## src/hdl/emb_pkg.sv

```systemverilog
// Purpose: Shared constants and types of the external memory bus pin control.
// Assumes: One clock, the core instruction clock, at 100 MHz.
// Notes:   Pin vector layout is D 7:0, E 15:8, H 19:16, J 27:20.
//
// Function
// - Without offset, drive full program counter.
// - Offset enabled: subtract on-chip size from address.
// - 20-bit width: byte bit extends to 2 Mbyte.
// - Provide active-low upper and lower byte selects.
// - 8-bit data: AD7:0 shared, upper address only; the code drives write data on AD15:8 and floats them during reads.
// - 16-bit data: AD15:0 shared, A19:16 address.
// - Wait states add fixed delay after table ops.
// - Pull-ups for D, E, J ports only.
// - Every reset clears all three pull-up enables.
// - Microcontroller mode: bus off, control writes ignored.
// - External access takes pins despite release bit.
// - Internal only: release bit picks bus or port.
// - Release set externally waits for internal branch.
// - Idle bus: tri-state data, fixed control levels.
// - Idle tri-state only lines of address width.
// - Bus beats all other pin users.
// - 16-bit data: write-mode field picks configuration.
// - Address strobe, then output enable reads word.
// - Chip select low on access, high in Sleep.
// - Byte write: latch on both halves, strobe by LSB.
// - Wait field inverse: 11 none, 00 three.
// - Write mode: 1x word, 01 select, 00 byte.
// - Release clear keeps bus always on.
// - Data width bit set selects 16 bits.

package emb_pkg;

    // ****************************************************************
    // Timing
    // ****************************************************************
    localparam int CLK_PERIOD_NS = 10;
    localparam int TCY_NS = 10;
    localparam int TCY_CYC = (TCY_NS + CLK_PERIOD_NS - 1) / CLK_PERIOD_NS;
    // Output enable stays low this long; four cycles let read data clear
    // the three-flop input path before the second and third flops agree.
    localparam int RD_CYC = 4;
    localparam int WR_CYC = 1;

    // ****************************************************************
    // Pin vector layout and field positions
    // ****************************************************************
    localparam int PIN_D_LSB = 0;
    localparam int PIN_E_LSB = 8;
    localparam int PIN_H_LSB = 16;
    localparam int PIN_J_LSB = 20;
    localparam int J_ALE = 0;
    localparam int J_OE = 1;
    localparam int J_WRL = 2;
    localparam int J_WRH = 3;
    localparam int J_BA0 = 4;
    localparam int J_CE = 5;
    localparam int J_LB = 6;
    localparam int J_UB = 7;
    localparam logic [7:0] J_IDLE = 8'hee;
    localparam int PAD_PU_LSB = 5;
    localparam logic [1:0] ABW_20 = 2'h0;
    localparam logic [1:0] ABW_16 = 2'h1;
    localparam logic [1:0] ABW_12 = 2'h2;
    localparam logic [1:0] ABW_MCU = 2'h3;
    localparam logic [1:0] WM_BYTE_WRITE = 2'h0;
    localparam logic [1:0] WM_BYTE_SELECT = 2'h1;

    // ****************************************************************
    // Types
    // ****************************************************************
    typedef enum logic [1:0] {K_FETCH, K_TBLRD, K_TABLE_WRITE_INSTR} emb_kind_t;
    typedef enum logic [2:0] {S_IDLE, S_ALE, S_RD, S_RD2, S_WR, S_WAIT}
        emb_phase_t;

    typedef struct packed {
        logic bus_release;
        logic [1:0] wait_field;
        logic [1:0] write_mode_field;
    } emb_ctl_t;

    typedef struct packed {
        emb_kind_t kind;
        logic [19:0] word;
        logic byte_address_bit;
        logic [7:0] table_latch;
    } emb_req_t;

    typedef struct packed {
        emb_phase_t phase;
        logic [2:0] cnt;
        emb_ctl_t ctl;
        logic release_eff;
        logic [2:0] pad;
        emb_req_t req;
        logic [7:0] hold;
        logic [15:0] s1;
        logic [15:0] s2;
        logic [15:0] s3;
        logic [15:0] rdata;
        logic done;
        logic [27:0] own;
        logic [27:0] pin_out;
        logic [27:0] pin_oe;
    } emb_state_t;

    localparam emb_state_t EMB_ST_RESET = '0;

endpackage : emb_pkg

```

## src/hdl/emb_bus.sv

```systemverilog
// Purpose: External memory bus sequencer and pin ownership for the core.
// Assumes: Requests and configuration come from logic on the same clock.
// Notes:   One instruction cycle equals one clock cycle here.

`timescale 1ns/1ps

module emb_bus
    import emb_pkg::*;
#(
    parameter logic [20:0] ONCHIP_SIZE = 21'h020000
) (
    // Clock and reset.
    input wire logic CLOCK_I,
    input wire logic RST_I,
    // Configuration straps.
    input wire logic [1:0] ADDR_WIDTH_SEL_I,
    input wire logic DATA_WIDTH_SEL_I,
    input wire logic ADDRESS_OFFSET_ENABLE_I,
    input wire logic WAIT_EN_I,
    // Core state.
    input wire logic EXEC_INTERNAL_I,
    input wire logic SLEEP_I,
    // Bus control and pad configuration writes.
    input wire logic CTL_WR_I,
    input wire logic [7:0] CTL_DATA_I,
    input wire logic PAD_WR_I,
    input wire logic [7:0] PAD_DATA_I,
    // Access request.
    input wire logic REQ_VALID_I,
    input wire emb_kind_t REQ_KIND_I,
    input wire logic [20:0] REQ_ADDR_I,
    input wire logic [7:0] REQ_DATA_I,
    // Port function values that the bus may override.
    input wire logic [27:0] PORT_OUT_I,
    input wire logic [27:0] PORT_OE_I,
    // Pin levels.
    input wire logic [15:0] PIN_AD_I,
    // Pins.
    output logic [27:0] PIN_OUT_O,
    output logic [27:0] PIN_OE_O,
    output logic [27:0] BUS_OWN_O,
    output logic PORT_D_PULLUP_EN_O,
    output logic PORT_E_PULLUP_EN_O,
    output logic PORT_J_PULLUP_EN_O,
    // Status.
    output logic [7:0] CTL_RD_O,
    output logic BUSY_O,
    output logic DONE_O,
    output logic [15:0] RDATA_O
);

    // ****************************************************************
    // State
    // ****************************************************************
    emb_state_t st_r;
    emb_state_t st_nxt;
    logic [7:0] ctl_rd_r;
    logic busy_r;

    // ****************************************************************
    // Next state
    // ****************************************************************

    // Sequencer, configuration and pin multiplexing in one pass.
    always_comb begin
        logic mcu, fin, wide, is_rd, is_wr, act, bad_oe, ba_oe;
        logic [20:0] badr;
        logic [1:0] waits;
        logic [15:0] bad;
        logic [3:0] ba;
        logic [7:0] bj, own_e;
        logic [27:0] bus_o, bus_oe;
        mcu = (ADDR_WIDTH_SEL_I == ABW_MCU);
        fin = 1'b0;
        wide = DATA_WIDTH_SEL_I;
        is_rd = 1'b0;
        is_wr = 1'b0;
        act = 1'b0;
        badr = '0;
        waits = 2'h0;
        bad = '0;
        bad_oe = 1'b0;
        ba = '0;
        ba_oe = 1'b0;
        bj = J_IDLE;
        own_e = 8'h00;
        bus_o = '0;
        bus_oe = '0;
        st_nxt = st_r;
        st_nxt.done = 1'b0;
        st_nxt.s1 = PIN_AD_I;
        st_nxt.s2 = st_r.s1;
        st_nxt.s3 = st_r.s2;

        // Control writes are refused while the microcontroller mode strap is selected.
        if (CTL_WR_I && !mcu) begin
            st_nxt.ctl.bus_release = CTL_DATA_I[7];
            st_nxt.ctl.wait_field = CTL_DATA_I[5:4];
            st_nxt.ctl.write_mode_field = CTL_DATA_I[1:0];
        end
        if (PAD_WR_I) begin
            st_nxt.pad = PAD_DATA_I[7:PAD_PU_LSB];
        end

        // Setting release only lands once code runs from inside, so the
        // pins never leave mid-fetch; clearing acts at once.
        if (!st_nxt.ctl.bus_release) begin
            st_nxt.release_eff = 1'b0;
        end else if (EXEC_INTERNAL_I) begin
            st_nxt.release_eff = 1'b1;
        end

        // Offset shifting hides the on-chip part of the address map.
        if (ADDRESS_OFFSET_ENABLE_I) begin
            badr = REQ_ADDR_I - ONCHIP_SIZE;
        end else begin
            badr = REQ_ADDR_I;
        end
        waits = ~st_r.ctl.wait_field;

        // Sleep freezes the sequence where it stands.
        if (!SLEEP_I) begin
            case (st_r.phase)
                S_IDLE: begin
                    if (REQ_VALID_I && !mcu) begin
                        st_nxt.req.kind = REQ_KIND_I;
                        st_nxt.req.word = badr[20:1];
                        st_nxt.req.byte_address_bit = badr[0];
                        st_nxt.req.table_latch = REQ_DATA_I;
                        st_nxt.phase = S_ALE;
                    end
                end
                S_ALE: begin
                    if (st_r.req.kind == K_TABLE_WRITE_INSTR) begin
                        st_nxt.phase = S_WR;
                        st_nxt.cnt = 3'(WR_CYC - 1);
                    end else begin
                        st_nxt.phase = S_RD;
                        st_nxt.cnt = 3'(RD_CYC - 1);
                    end
                end
                S_RD: begin
                    if (st_r.cnt != 3'h0) begin
                        st_nxt.cnt = st_r.cnt - 3'h1;
                    end else if (!wide) begin
                        if (st_r.s2[7:0] == st_r.s3[7:0]) begin
                            st_nxt.rdata[7:0] = st_r.s3[7:0];
                        end
                        if (st_r.req.kind == K_FETCH) begin
                            st_nxt.phase = S_RD2;
                            st_nxt.cnt = 3'(RD_CYC - 1);
                        end else begin
                            fin = 1'b1;
                        end
                    end else begin
                        if (st_r.s2 == st_r.s3) begin
                            st_nxt.rdata = st_r.s3;
                        end
                        fin = 1'b1;
                    end
                end
                S_RD2: begin
                    if (st_r.cnt != 3'h0) begin
                        st_nxt.cnt = st_r.cnt - 3'h1;
                    end else begin
                        if (st_r.s2[7:0] == st_r.s3[7:0]) begin
                            st_nxt.rdata[15:8] = st_r.s3[7:0];
                        end
                        fin = 1'b1;
                    end
                end
                S_WR: begin
                    if (st_r.cnt != 3'h0) begin
                        st_nxt.cnt = st_r.cnt - 3'h1;
                    end else begin
                        if (!st_r.req.byte_address_bit) begin
                            st_nxt.hold = st_r.req.table_latch;
                        end
                        fin = 1'b1;
                    end
                end
                S_WAIT: begin
                    if (st_r.cnt != 3'h0) begin
                        st_nxt.cnt = st_r.cnt - 3'h1;
                    end else begin
                        st_nxt.phase = S_IDLE;
                        st_nxt.done = 1'b1;
                    end
                end
                default: begin
                    st_nxt.phase = S_IDLE;
                end
            endcase
        end

        // Table operations are stretched, fetches never are.
        if (fin) begin
            if (st_r.req.kind != K_FETCH && WAIT_EN_I && waits != 2'h0) begin
                st_nxt.phase = S_WAIT;
                st_nxt.cnt = 3'(int'(waits) * TCY_CYC - 1);
            end else begin
                st_nxt.phase = S_IDLE;
                st_nxt.done = 1'b1;
            end
        end

        // Bus levels for the phase that the next cycle shows.
        is_rd = (st_nxt.phase == S_RD) || (st_nxt.phase == S_RD2)
            || (st_nxt.phase == S_WAIT && st_nxt.req.kind != K_TABLE_WRITE_INSTR);
        is_wr = (st_nxt.phase == S_WR)
            || (st_nxt.phase == S_WAIT && st_nxt.req.kind == K_TABLE_WRITE_INSTR);
        if (st_nxt.phase != S_IDLE) begin
            ba = st_nxt.req.word[19:16];
            ba_oe = 1'b1;
            bj[J_CE] = 1'b0;
        end
        if (st_nxt.phase == S_ALE) begin
            bad = st_nxt.req.word[15:0];
            bad_oe = 1'b1;
            bj[J_ALE] = 1'b1;
        end
        if (is_rd) begin
            bj[J_OE] = 1'b0;
            if (!wide) begin
                bj[J_BA0] = (st_nxt.phase == S_RD2)
                    || (st_nxt.req.kind != K_FETCH
                        && st_nxt.req.byte_address_bit);
            end else begin
                bj[J_BA0] = st_nxt.req.kind != K_FETCH
                    && st_nxt.req.byte_address_bit;
                bj[J_LB] = 1'b0;
                bj[J_UB] = 1'b0;
            end
        end
        if (is_wr) begin
            bad = {2{st_nxt.req.table_latch}};
            bad_oe = 1'b1;
            bj[J_BA0] = st_nxt.req.byte_address_bit;
            if (!wide) begin
                bj[J_WRL] = 1'b0;
            end else if (st_nxt.ctl.write_mode_field[1]) begin
                // Word write pairs an even byte held here with the odd one.
                bad = {st_nxt.req.table_latch, st_nxt.hold};
                bad_oe = st_nxt.req.byte_address_bit;
                bj[J_WRH] = !st_nxt.req.byte_address_bit;
                bj[J_UB] = !st_nxt.req.byte_address_bit;
                bj[J_LB] = !st_nxt.req.byte_address_bit;
            end else if (st_nxt.ctl.write_mode_field == WM_BYTE_SELECT) begin
                bj[J_WRH] = 1'b0;
                bj[J_UB] = !st_nxt.req.byte_address_bit;
                bj[J_LB] = st_nxt.req.byte_address_bit;
            end else begin
                bj[J_WRH] = !st_nxt.req.byte_address_bit;
                bj[J_WRL] = st_nxt.req.byte_address_bit;
            end
        end
        if (SLEEP_I) begin
            bj[J_CE] = 1'b1;
            bj[J_LB] = 1'b1;
            bj[J_UB] = 1'b1;
        end

        // Ownership follows width and mode; the rest stays with ports.
        act = !mcu && (st_nxt.phase != S_IDLE || !st_nxt.release_eff);
        own_e = (ADDR_WIDTH_SEL_I == ABW_12) ? 8'h0f : 8'hff;
        st_nxt.own = '0;
        if (act) begin
            st_nxt.own[PIN_D_LSB +: 8] = 8'hff;
            st_nxt.own[PIN_E_LSB +: 8] = own_e;
            st_nxt.own[PIN_H_LSB +: 4] = {4{ADDR_WIDTH_SEL_I == ABW_20}};
            st_nxt.own[PIN_J_LSB +: 8] = 8'hff;
        end
        bus_o = {bj, ba, bad};
        bus_oe = {8'hff, {4{ba_oe}}, {16{bad_oe}}};
        // The bus wins over any port or peripheral on an owned pin.
        st_nxt.pin_out = (st_nxt.own & bus_o) | (~st_nxt.own & PORT_OUT_I);
        st_nxt.pin_oe = (st_nxt.own & bus_oe) | (~st_nxt.own & PORT_OE_I);
    end

    // ****************************************************************
    // Registers
    // ****************************************************************

    // Reset returns every field, the pull-up enables among them, to zero.
    always_ff @(posedge CLOCK_I) begin
        if (RST_I) begin
            st_r <= EMB_ST_RESET;
            ctl_rd_r <= 8'h00;
            busy_r <= 1'b0;
        end else begin
            st_r <= st_nxt;
            busy_r <= (st_nxt.phase != S_IDLE);
            ctl_rd_r <= {st_nxt.ctl.bus_release, 1'b0,
                st_nxt.ctl.wait_field, 2'h0, st_nxt.ctl.write_mode_field};
        end
    end

    // Outputs come straight from the state, control readback and busy registers.
    assign PIN_OUT_O = st_r.pin_out;
    assign PIN_OE_O = st_r.pin_oe;
    assign BUS_OWN_O = st_r.own;
    assign PORT_D_PULLUP_EN_O = st_r.pad[2];
    assign PORT_E_PULLUP_EN_O = st_r.pad[1];
    assign PORT_J_PULLUP_EN_O = st_r.pad[0];
    assign CTL_RD_O = ctl_rd_r;
    assign BUSY_O = busy_r;
    assign DONE_O = st_r.done;
    assign RDATA_O = st_r.rdata;

    // ****************************************************************
    // Checks
    // ****************************************************************
    chk_mcu_no_own: assert property (
        @(posedge CLOCK_I) disable iff (RST_I)
        (ADDR_WIDTH_SEL_I == ABW_MCU) |=> (BUS_OWN_O == 28'h0))
        else $error("Bus owns pins in microcontroller mode.");
    chk_ctl_frozen: assert property (
        @(posedge CLOCK_I) disable iff (RST_I)
        (ADDR_WIDTH_SEL_I == ABW_MCU && CTL_WR_I) |=> $stable(CTL_RD_O))
        else $error("Control register changed in microcontroller mode.");
    chk_pullup_reset: assert property (
        @(posedge CLOCK_I)
        RST_I |=> (!PORT_D_PULLUP_EN_O && !PORT_E_PULLUP_EN_O
            && !PORT_J_PULLUP_EN_O))
        else $error("Pull-ups enabled after reset.");
    chk_idle_levels: assert property (
        @(posedge CLOCK_I) disable iff (RST_I)
        (st_r.phase == S_IDLE && BUS_OWN_O[PIN_J_LSB])
        |-> (PIN_OUT_O[PIN_J_LSB +: 8] == J_IDLE
            && PIN_OE_O[PIN_D_LSB +: 8] == 8'h00))
        else $error("Idle bus pins at wrong levels.");
    chk_ale_then_oe: assert property (
        @(posedge CLOCK_I) disable iff (RST_I)
        (st_r.phase == S_ALE && st_r.req.kind != K_TABLE_WRITE_INSTR && !SLEEP_I
            && BUS_OWN_O[PIN_J_LSB + J_ALE] && PIN_OUT_O[PIN_J_LSB + J_ALE])
        |=> !PIN_OUT_O[PIN_J_LSB + J_OE] && !PIN_OUT_O[PIN_J_LSB + J_ALE])
        else $error("Output enable did not follow address strobe.");
    chk_release_defer: assert property (
        @(posedge CLOCK_I) disable iff (RST_I)
        (st_r.ctl.bus_release && !st_r.release_eff && !EXEC_INTERNAL_I)
        |=> !st_r.release_eff)
        else $error("Release took effect while running outside.");
    chk_wait_length: assert property (
        @(posedge CLOCK_I) disable iff (RST_I)
        (st_r.phase == S_WR && st_r.cnt == 3'h0 && WAIT_EN_I
            && st_r.ctl.wait_field == 2'h0 && !SLEEP_I)
        ##1 !SLEEP_I [*3]
        |-> (st_r.phase == S_WAIT && st_r.cnt == 3'h0) ##1 DONE_O)
        else $error("Wait delay length wrong.");
    chk_byte_strobe: assert property (
        @(posedge CLOCK_I) disable iff (RST_I)
        (st_r.phase == S_WR && DATA_WIDTH_SEL_I && !SLEEP_I
            && st_r.ctl.write_mode_field == WM_BYTE_WRITE
            && BUS_OWN_O[PIN_J_LSB])
        |-> (PIN_OUT_O[PIN_J_LSB + J_WRH] == !st_r.req.byte_address_bit
            && PIN_OUT_O[PIN_J_LSB + J_WRL] == st_r.req.byte_address_bit
            && PIN_OUT_O[15:8] == PIN_OUT_O[7:0]))
        else $error("Byte write strobe does not follow pointer bit.");
    chk_ce_access: assert property (
        @(posedge CLOCK_I) disable iff (RST_I)
        (st_r.phase != S_IDLE && BUS_OWN_O[PIN_J_LSB] && !$past(SLEEP_I))
        |-> !PIN_OUT_O[PIN_J_LSB + J_CE])
        else $error("Chip select not active during access.");

endmodule : emb_bus

```

## config.mk

```make
export PLATFORM = sky130hd
export DESIGN_NAME = emb_bus
export DESIGN_NICKNAME = d
export VERILOG_FILES = /design/src/hdl/emb_pkg.sv /design/src/hdl/emb_bus.sv
export SDC_FILE = /design/constraint.sdc
export NUM_CORES = 1
export LEC_CHECK = 0
export BUFFER_PORTS_ARGS = -buffer_cell sky130_fd_sc_hd__buf_2
export CORE_ASPECT_RATIO = 1.75
export CORE_MARGIN = 1
export CORE_UTILIZATION = 35
export DETAILED_ROUTE_END_ITERATION = 10
export HOLD_SLACK_MARGIN = 0.05
export MAX_ROUTING_LAYER = met4
export SLEW_MARGIN = 20
export SYNTH_ARGS = -nofsm -noshare
export SYNTH_HDL_FRONTEND = slang
export SYNTH_SLANG_ARGS = --single-unit
```

## constraint.sdc

```tcl
create_clock -name CLOCK_I -period 5.5 [get_ports CLOCK_I]
set_input_delay 0.55 -clock CLOCK_I [delete_from_list [all_inputs] [get_ports CLOCK_I]]
set_output_delay 0.55 -clock CLOCK_I [all_outputs]
set_load 0.01 [all_outputs]
```

Word-level counts from Yosys, hierarchy flattened:

Index checks and enable logic that the tools add are counted.
W data, S select, Z words.

* register bits: 212
* output and inout port bits: 113
* bits of input ports: 131
* word-level logic and storage cells: 162

* multiplexer cells: 71
* $add $sub $neg: 3
* eq/ne operators: 24
* reductions and logical operators: 30
* bitwise gates (word level): 10

Operators by type and width (number)
* $and A28 B28 Y28: 4
* $mux W8: 10
* $mux W16: 4
* $mux W31: 2
* $or A28 B28 Y28: 2
* $mux W39: 1
* $mux W6: 5
* $mux W28: 1
* $not A28 Y28: 1
* $mux W3: 9
* $mux W1: 26
* $mux W21: 1
* $sub A21 B18 Y21 const B: 1
* $eq A16 B16 Y1: 1
* $pmux W8 S2: 1
* $pmux W3 S5: 1
* $eq A3 B2 Y1 const B: 4
* $eq A3 B3 Y1 const B: 4
* $mux W2: 6
* $ne A2 B2 Y1 const B: 6
* $reduce_bool A2 Y1: 5
* $pmux W3 S3: 1
* $eq A2 B2 Y1 const B: 4
* $eq A8 B8 Y1: 1
* other kinds (20): 37

Longest topological paths before layout:

* word-level depth: 19
* depth in mapped cells: 11
* mapped depth without buffers: 9

Worst setup path before layout:

No wires, ideal clock.

* kind: reg-to-reg
* from: reg st_r[197] (netlist name)
* to: reg st_r, in the netlist PIN_OE_O[10]
* cell stages (with the launch flop): 11
* arrival time: 2317 ps
* setup slack: 3068 ps
* required time: 5385 ps
* cell sequence: dfxtp_1 inv_1 ha_1 and2b_1 nand2b_1 a221o_1 o41ai_4 a21boi_2 buf_4 buf_6 o21a_1

* word-level cells in the longest chain between the ends: 12

Ends and longest elaborated chain
* start: declaration: line emb_bus.sv:55 `emb_state_t st_r;`
* start signal: assignment: line emb_bus.sv:291 `st_r <= st_nxt;`
* $reduce_bool A3 Y1 *
* $mux W3, or another cell as far along: line emb_bus.sv:183 `if (st_r.cnt != 3'h0) begin`
* $pmux W3 S5 / $pmux W1 S2 (equally long branches): line emb_bus.sv:123 `case (st_r.phase)`
* $mux W6 / $mux W1 (equally long branches): line emb_bus.sv:122 `if (!SLEEP_I) begin`
* $mux W6 *: line emb_bus.sv:197 `if (fin) begin`
* $reduce_bool A3 Y1: line emb_bus.sv:264 `act = !mcu && (st_nxt.phase != S_IDLE || !st_nxt.release_eff);`
* $logic_or A1 B1 Y1: line emb_bus.sv:264
* $logic_and A1 B1 Y1: line emb_bus.sv:264
* $mux W28: line emb_bus.sv:267 `if (act) begin`
* $not A28 Y28: line emb_bus.sv:277 `st_nxt.pin_oe = (st_nxt.own & bus_oe) | (~st_nxt.own & PORT_OE_I);`
* $and A28 B28 Y28: line emb_bus.sv:277
* $or A28 B28 Y28 *: line emb_bus.sv:277

Every way passes the cells marked *; elsewhere a longest branch is shown, timed or not.
A chain may end at the register's enable or synchronous reset.

Worst setup path after layout:

* from: reg st_r[200] (netlist name)
* to: reg st_r, in the netlist PIN_OE_O[2]

* word-level cells in the longest chain between the ends: 13

Ends and longest elaborated chain
* $mux W6: line emb_bus.sv:149 `if (st_r.req.kind == K_FETCH) begin`
* $mux W6: line emb_bus.sv:145 `end else if (!wide) begin`
* $mux W3: line emb_bus.sv:143 `if (st_r.cnt != 3'h0) begin`
* $pmux W3 S5: line emb_bus.sv:123
* $mux W6: line emb_bus.sv:122
* $mux W6: line emb_bus.sv:197
* $reduce_bool A3 Y1: line emb_bus.sv:264
* $logic_or A1 B1 Y1: line emb_bus.sv:264
* $logic_and A1 B1 Y1: line emb_bus.sv:264
* $mux W28: line emb_bus.sv:267
* $not A28 Y28: line emb_bus.sv:277
* $and A28 B28 Y28: line emb_bus.sv:277
* $or A28 B28 Y28 *: line emb_bus.sv:277

Marked as above.

==> impl_metrics.toml <==
[cts]
numCtsBuffers = 17
cts_tree = "yes"
cts.sinks = 179
clk_pin_slew_worst_paths_ns = 0.07
clock_latency_ns = 0.43
cts-htree-levels = 4
ctsHoldBuffers = 0
cts-resized-gates = 0
clockBufferDepth = 2
postCtsSetupBuffers = 0
cts-root-buf = "clkbuf_16"

[routing]
drc = 0
via_count = 5637
initialDrtViolationCount = 195
drtAntennaViolNets = 0
wl_mm = 18.4
routedWlPerCell_um = 14.9
viasPerCell = 4.58
drtPass1Iterations = 5

[placement]
placedCellCount = 1195
numPortBuffers = 232
gp_congestion = 0.834
dp_hpwl_mm = 13.9

[die]
start_util_pct = 35.9
io_pins = 244
die-area_mm2 = 0.0228
die_w_um = 114
rows = 71
die_height_um = 199
core_area_mm2 = 0.0216

[timing]
max_slew_margin_pct = 30.3
fmaxAchievable_mhz = 282
maxSlewViolCount = 0
finalCritPeriodShare_pct = 64.4
fin_skew_ns = 0.00866
final-hold-violation-count = 0
rsz0062_at_grt = "false"
fin_setup_tns_ns = 0
period_minus_slack_ns = 3.54
setup_viol = 0
tightestPinTransition_ns = 1.03

[finish]
area_growth_pct = 15.4
layout.cells.non_filler = 1230
nets = 1057
layout-drive-gt1-share_pct = 31.2
post-route-util_pct = 41.4

[grt]
grt_max_degree = 57
grt_pass1_wl_mm = 28.4
grt_usage_pct = 17.0
grt_overflow_total = 0
grt_pass1_vias = 5466
antenna_found_initial = 4

[power_and_ir_drop]
leakagePower_nw = 4.00
p_per_area_mw_per_mm2 = 372
vdd_drop_max_uv = 210

[critical_path]
end_kind = "flip-flop"
r2r_slack_ns = 1.96
worstPathRequired_ns = 5.88
critPathKind = "flip-flop to flip-flop"
arrival_ns = 3.93
crit_path_start_kind = "flip-flop"
cp_max_fo = 28

[synth]
avgSynthCellArea_um2 = 9.53
yosysSeqAreaShare_pct = 46.3
yosysTopAreaCell = "dfxtp_1"
yosys-top-cells-area = "dfxtp_1, buf_4, mux2i_1"
synth_area_mm2 = 0.00775
yosys-top-cells-count = "dfxtp_1, nor2_1, buf_4"
postSynthCellCount = 813
synthFlopType = "dfxtp_1"
synth_top_area_share_pct = 46.3
ys_types = 66
ys_ff_latch = 179
ys_warn_count = 0
synth_most_common_cell = "dfxtp_1"
async_flop_share_pct = 0
synth-edff-count = 0

[flow_run]
cap_violations = 0

[run_status]
status = "complete, no violations"

[worst_hold_path]
hp-class = "input port to flip-flop"
placed cells by master (no fill, tap or decap), types with 4 or more instances in the layout:
master / instances
o21ai_0: 15
a211oi_1: 26
nor2b_1: 54
nand2b_1: 7
ha_1: 4
o22a_1: 20
xnor2_1: 17
diode_2: 4
clkbuf_16: 17
mux2i_1: 51
nor3_1: 5
nor2_1: 124
inv_1: 7
dfxtp_1: 179
a22o_1: 5
buf_2: 231
o21a_1: 16
a31oi_1: 12
a21oi_1: 15
nand3_1: 8
nand2_1: 22
and3_1: 10
buf_4: 7
o221a_2: 4
nor3_2: 5
flip-flops by register name, indices dropped and copies added, names as in the netlist:
| register | cells |
|---|---|
| PORT_D_PULLUP_EN_O | 1 |
| PIN_OUT_O | 28 |
| DONE_O | 1 |
| RDATA_O | 16 |
| st_nxt | 32 |
| BUS_OWN_O | 3 |
| PIN_OE_O | 28 |
| st_r | 65 |
| BUSY_O | 1 |
| PORT_E_PULLUP_EN_O | 1 |
| PORT_J_PULLUP_EN_O | 1 |
| CTL_RD_O | 2 |
routing by layer:
layer,wire length [µm],share of wire (%),global-route usage (%)
met1,7110,39,17.5
met2,9960,54,30.5
met3,909,4.9,4.05
met4,390,2.1,7.36
met5,0,0,-
cell families (layout without fill, tap and decap cells):
family	count (synthesis)	count (layout)	share of synthesized area, %
compound gates	142	142	14.2
xor+xnor	19	19	2.15
fa+ha+maj	4	4	0.646
buf+inv	157	276	13.4
flops	179	179	46.3
mux	53	53	6.88
other cells	1	7	0.0484
simple gates	258	258	16.4
report_power, final:
| group | total [mW] | leakage, nW | internal [mW] | switching (mW) |
|---|---|---|---|---|
| clock network | 1.25 | 0.290 | 0.725 | 0.525 |
| registers | 1.45 | 1.47 | 1.40 | 0.0469 |
| logic | 0.625 | 2.24 | 0.254 | 0.371 |
critical path, cell delays in order, from the launching register on:
cell	delay [ns]
dfxtp_1	0.86
nor4_1	0.19
nand2b_1	0.26
a221o_1	0.45
o41ai_4	0.60
a21boi_4	0.11
buf_4	0.25
a31oi_2	0.54
o21a_1	0.21
area by class of cell:
cell class                 instances  area [µm²]
inverter                           7        26.3
clock buffer                      19         433
multi-input combinational        479        3140
clock inverter                    12         170
tap                              292         365
antenna                            4        10.0
timing repair buffer             238        1210
fill                            2215       12600
sequential                       179        3580
stage by stage:
step,area (µm²),hold WS [ns],power [mW],setup slack (ns)
4_1_cts,8930,0.292,3.37,1.91
3_3_place_gp,8320,0.418,2.10,1.99
6_report,8940,0.320,3.32,1.96
2_1_floorplan,7750,0.414,1.99,3.07
3_5_place_dp,8320,0.424,2.11,1.93
5_1_grt,8940,0.304,3.49,1.68
path summary, 6_finish.rpt:
| check | startpoint | endpoint | cells past startpoint |
|---|---|---|---|
| min | PORT_OE_I[11] | PIN_OE_O[11] | 2 |
| max reg2reg | st_r[200] | PIN_OE_O[2] | 8 |
| max | st_r[200] | PIN_OE_O[2] | 8 |
| min reg2reg | st_nxt[128] | st_nxt[112] | 1 |
Power figures use the tool's default switching activity.
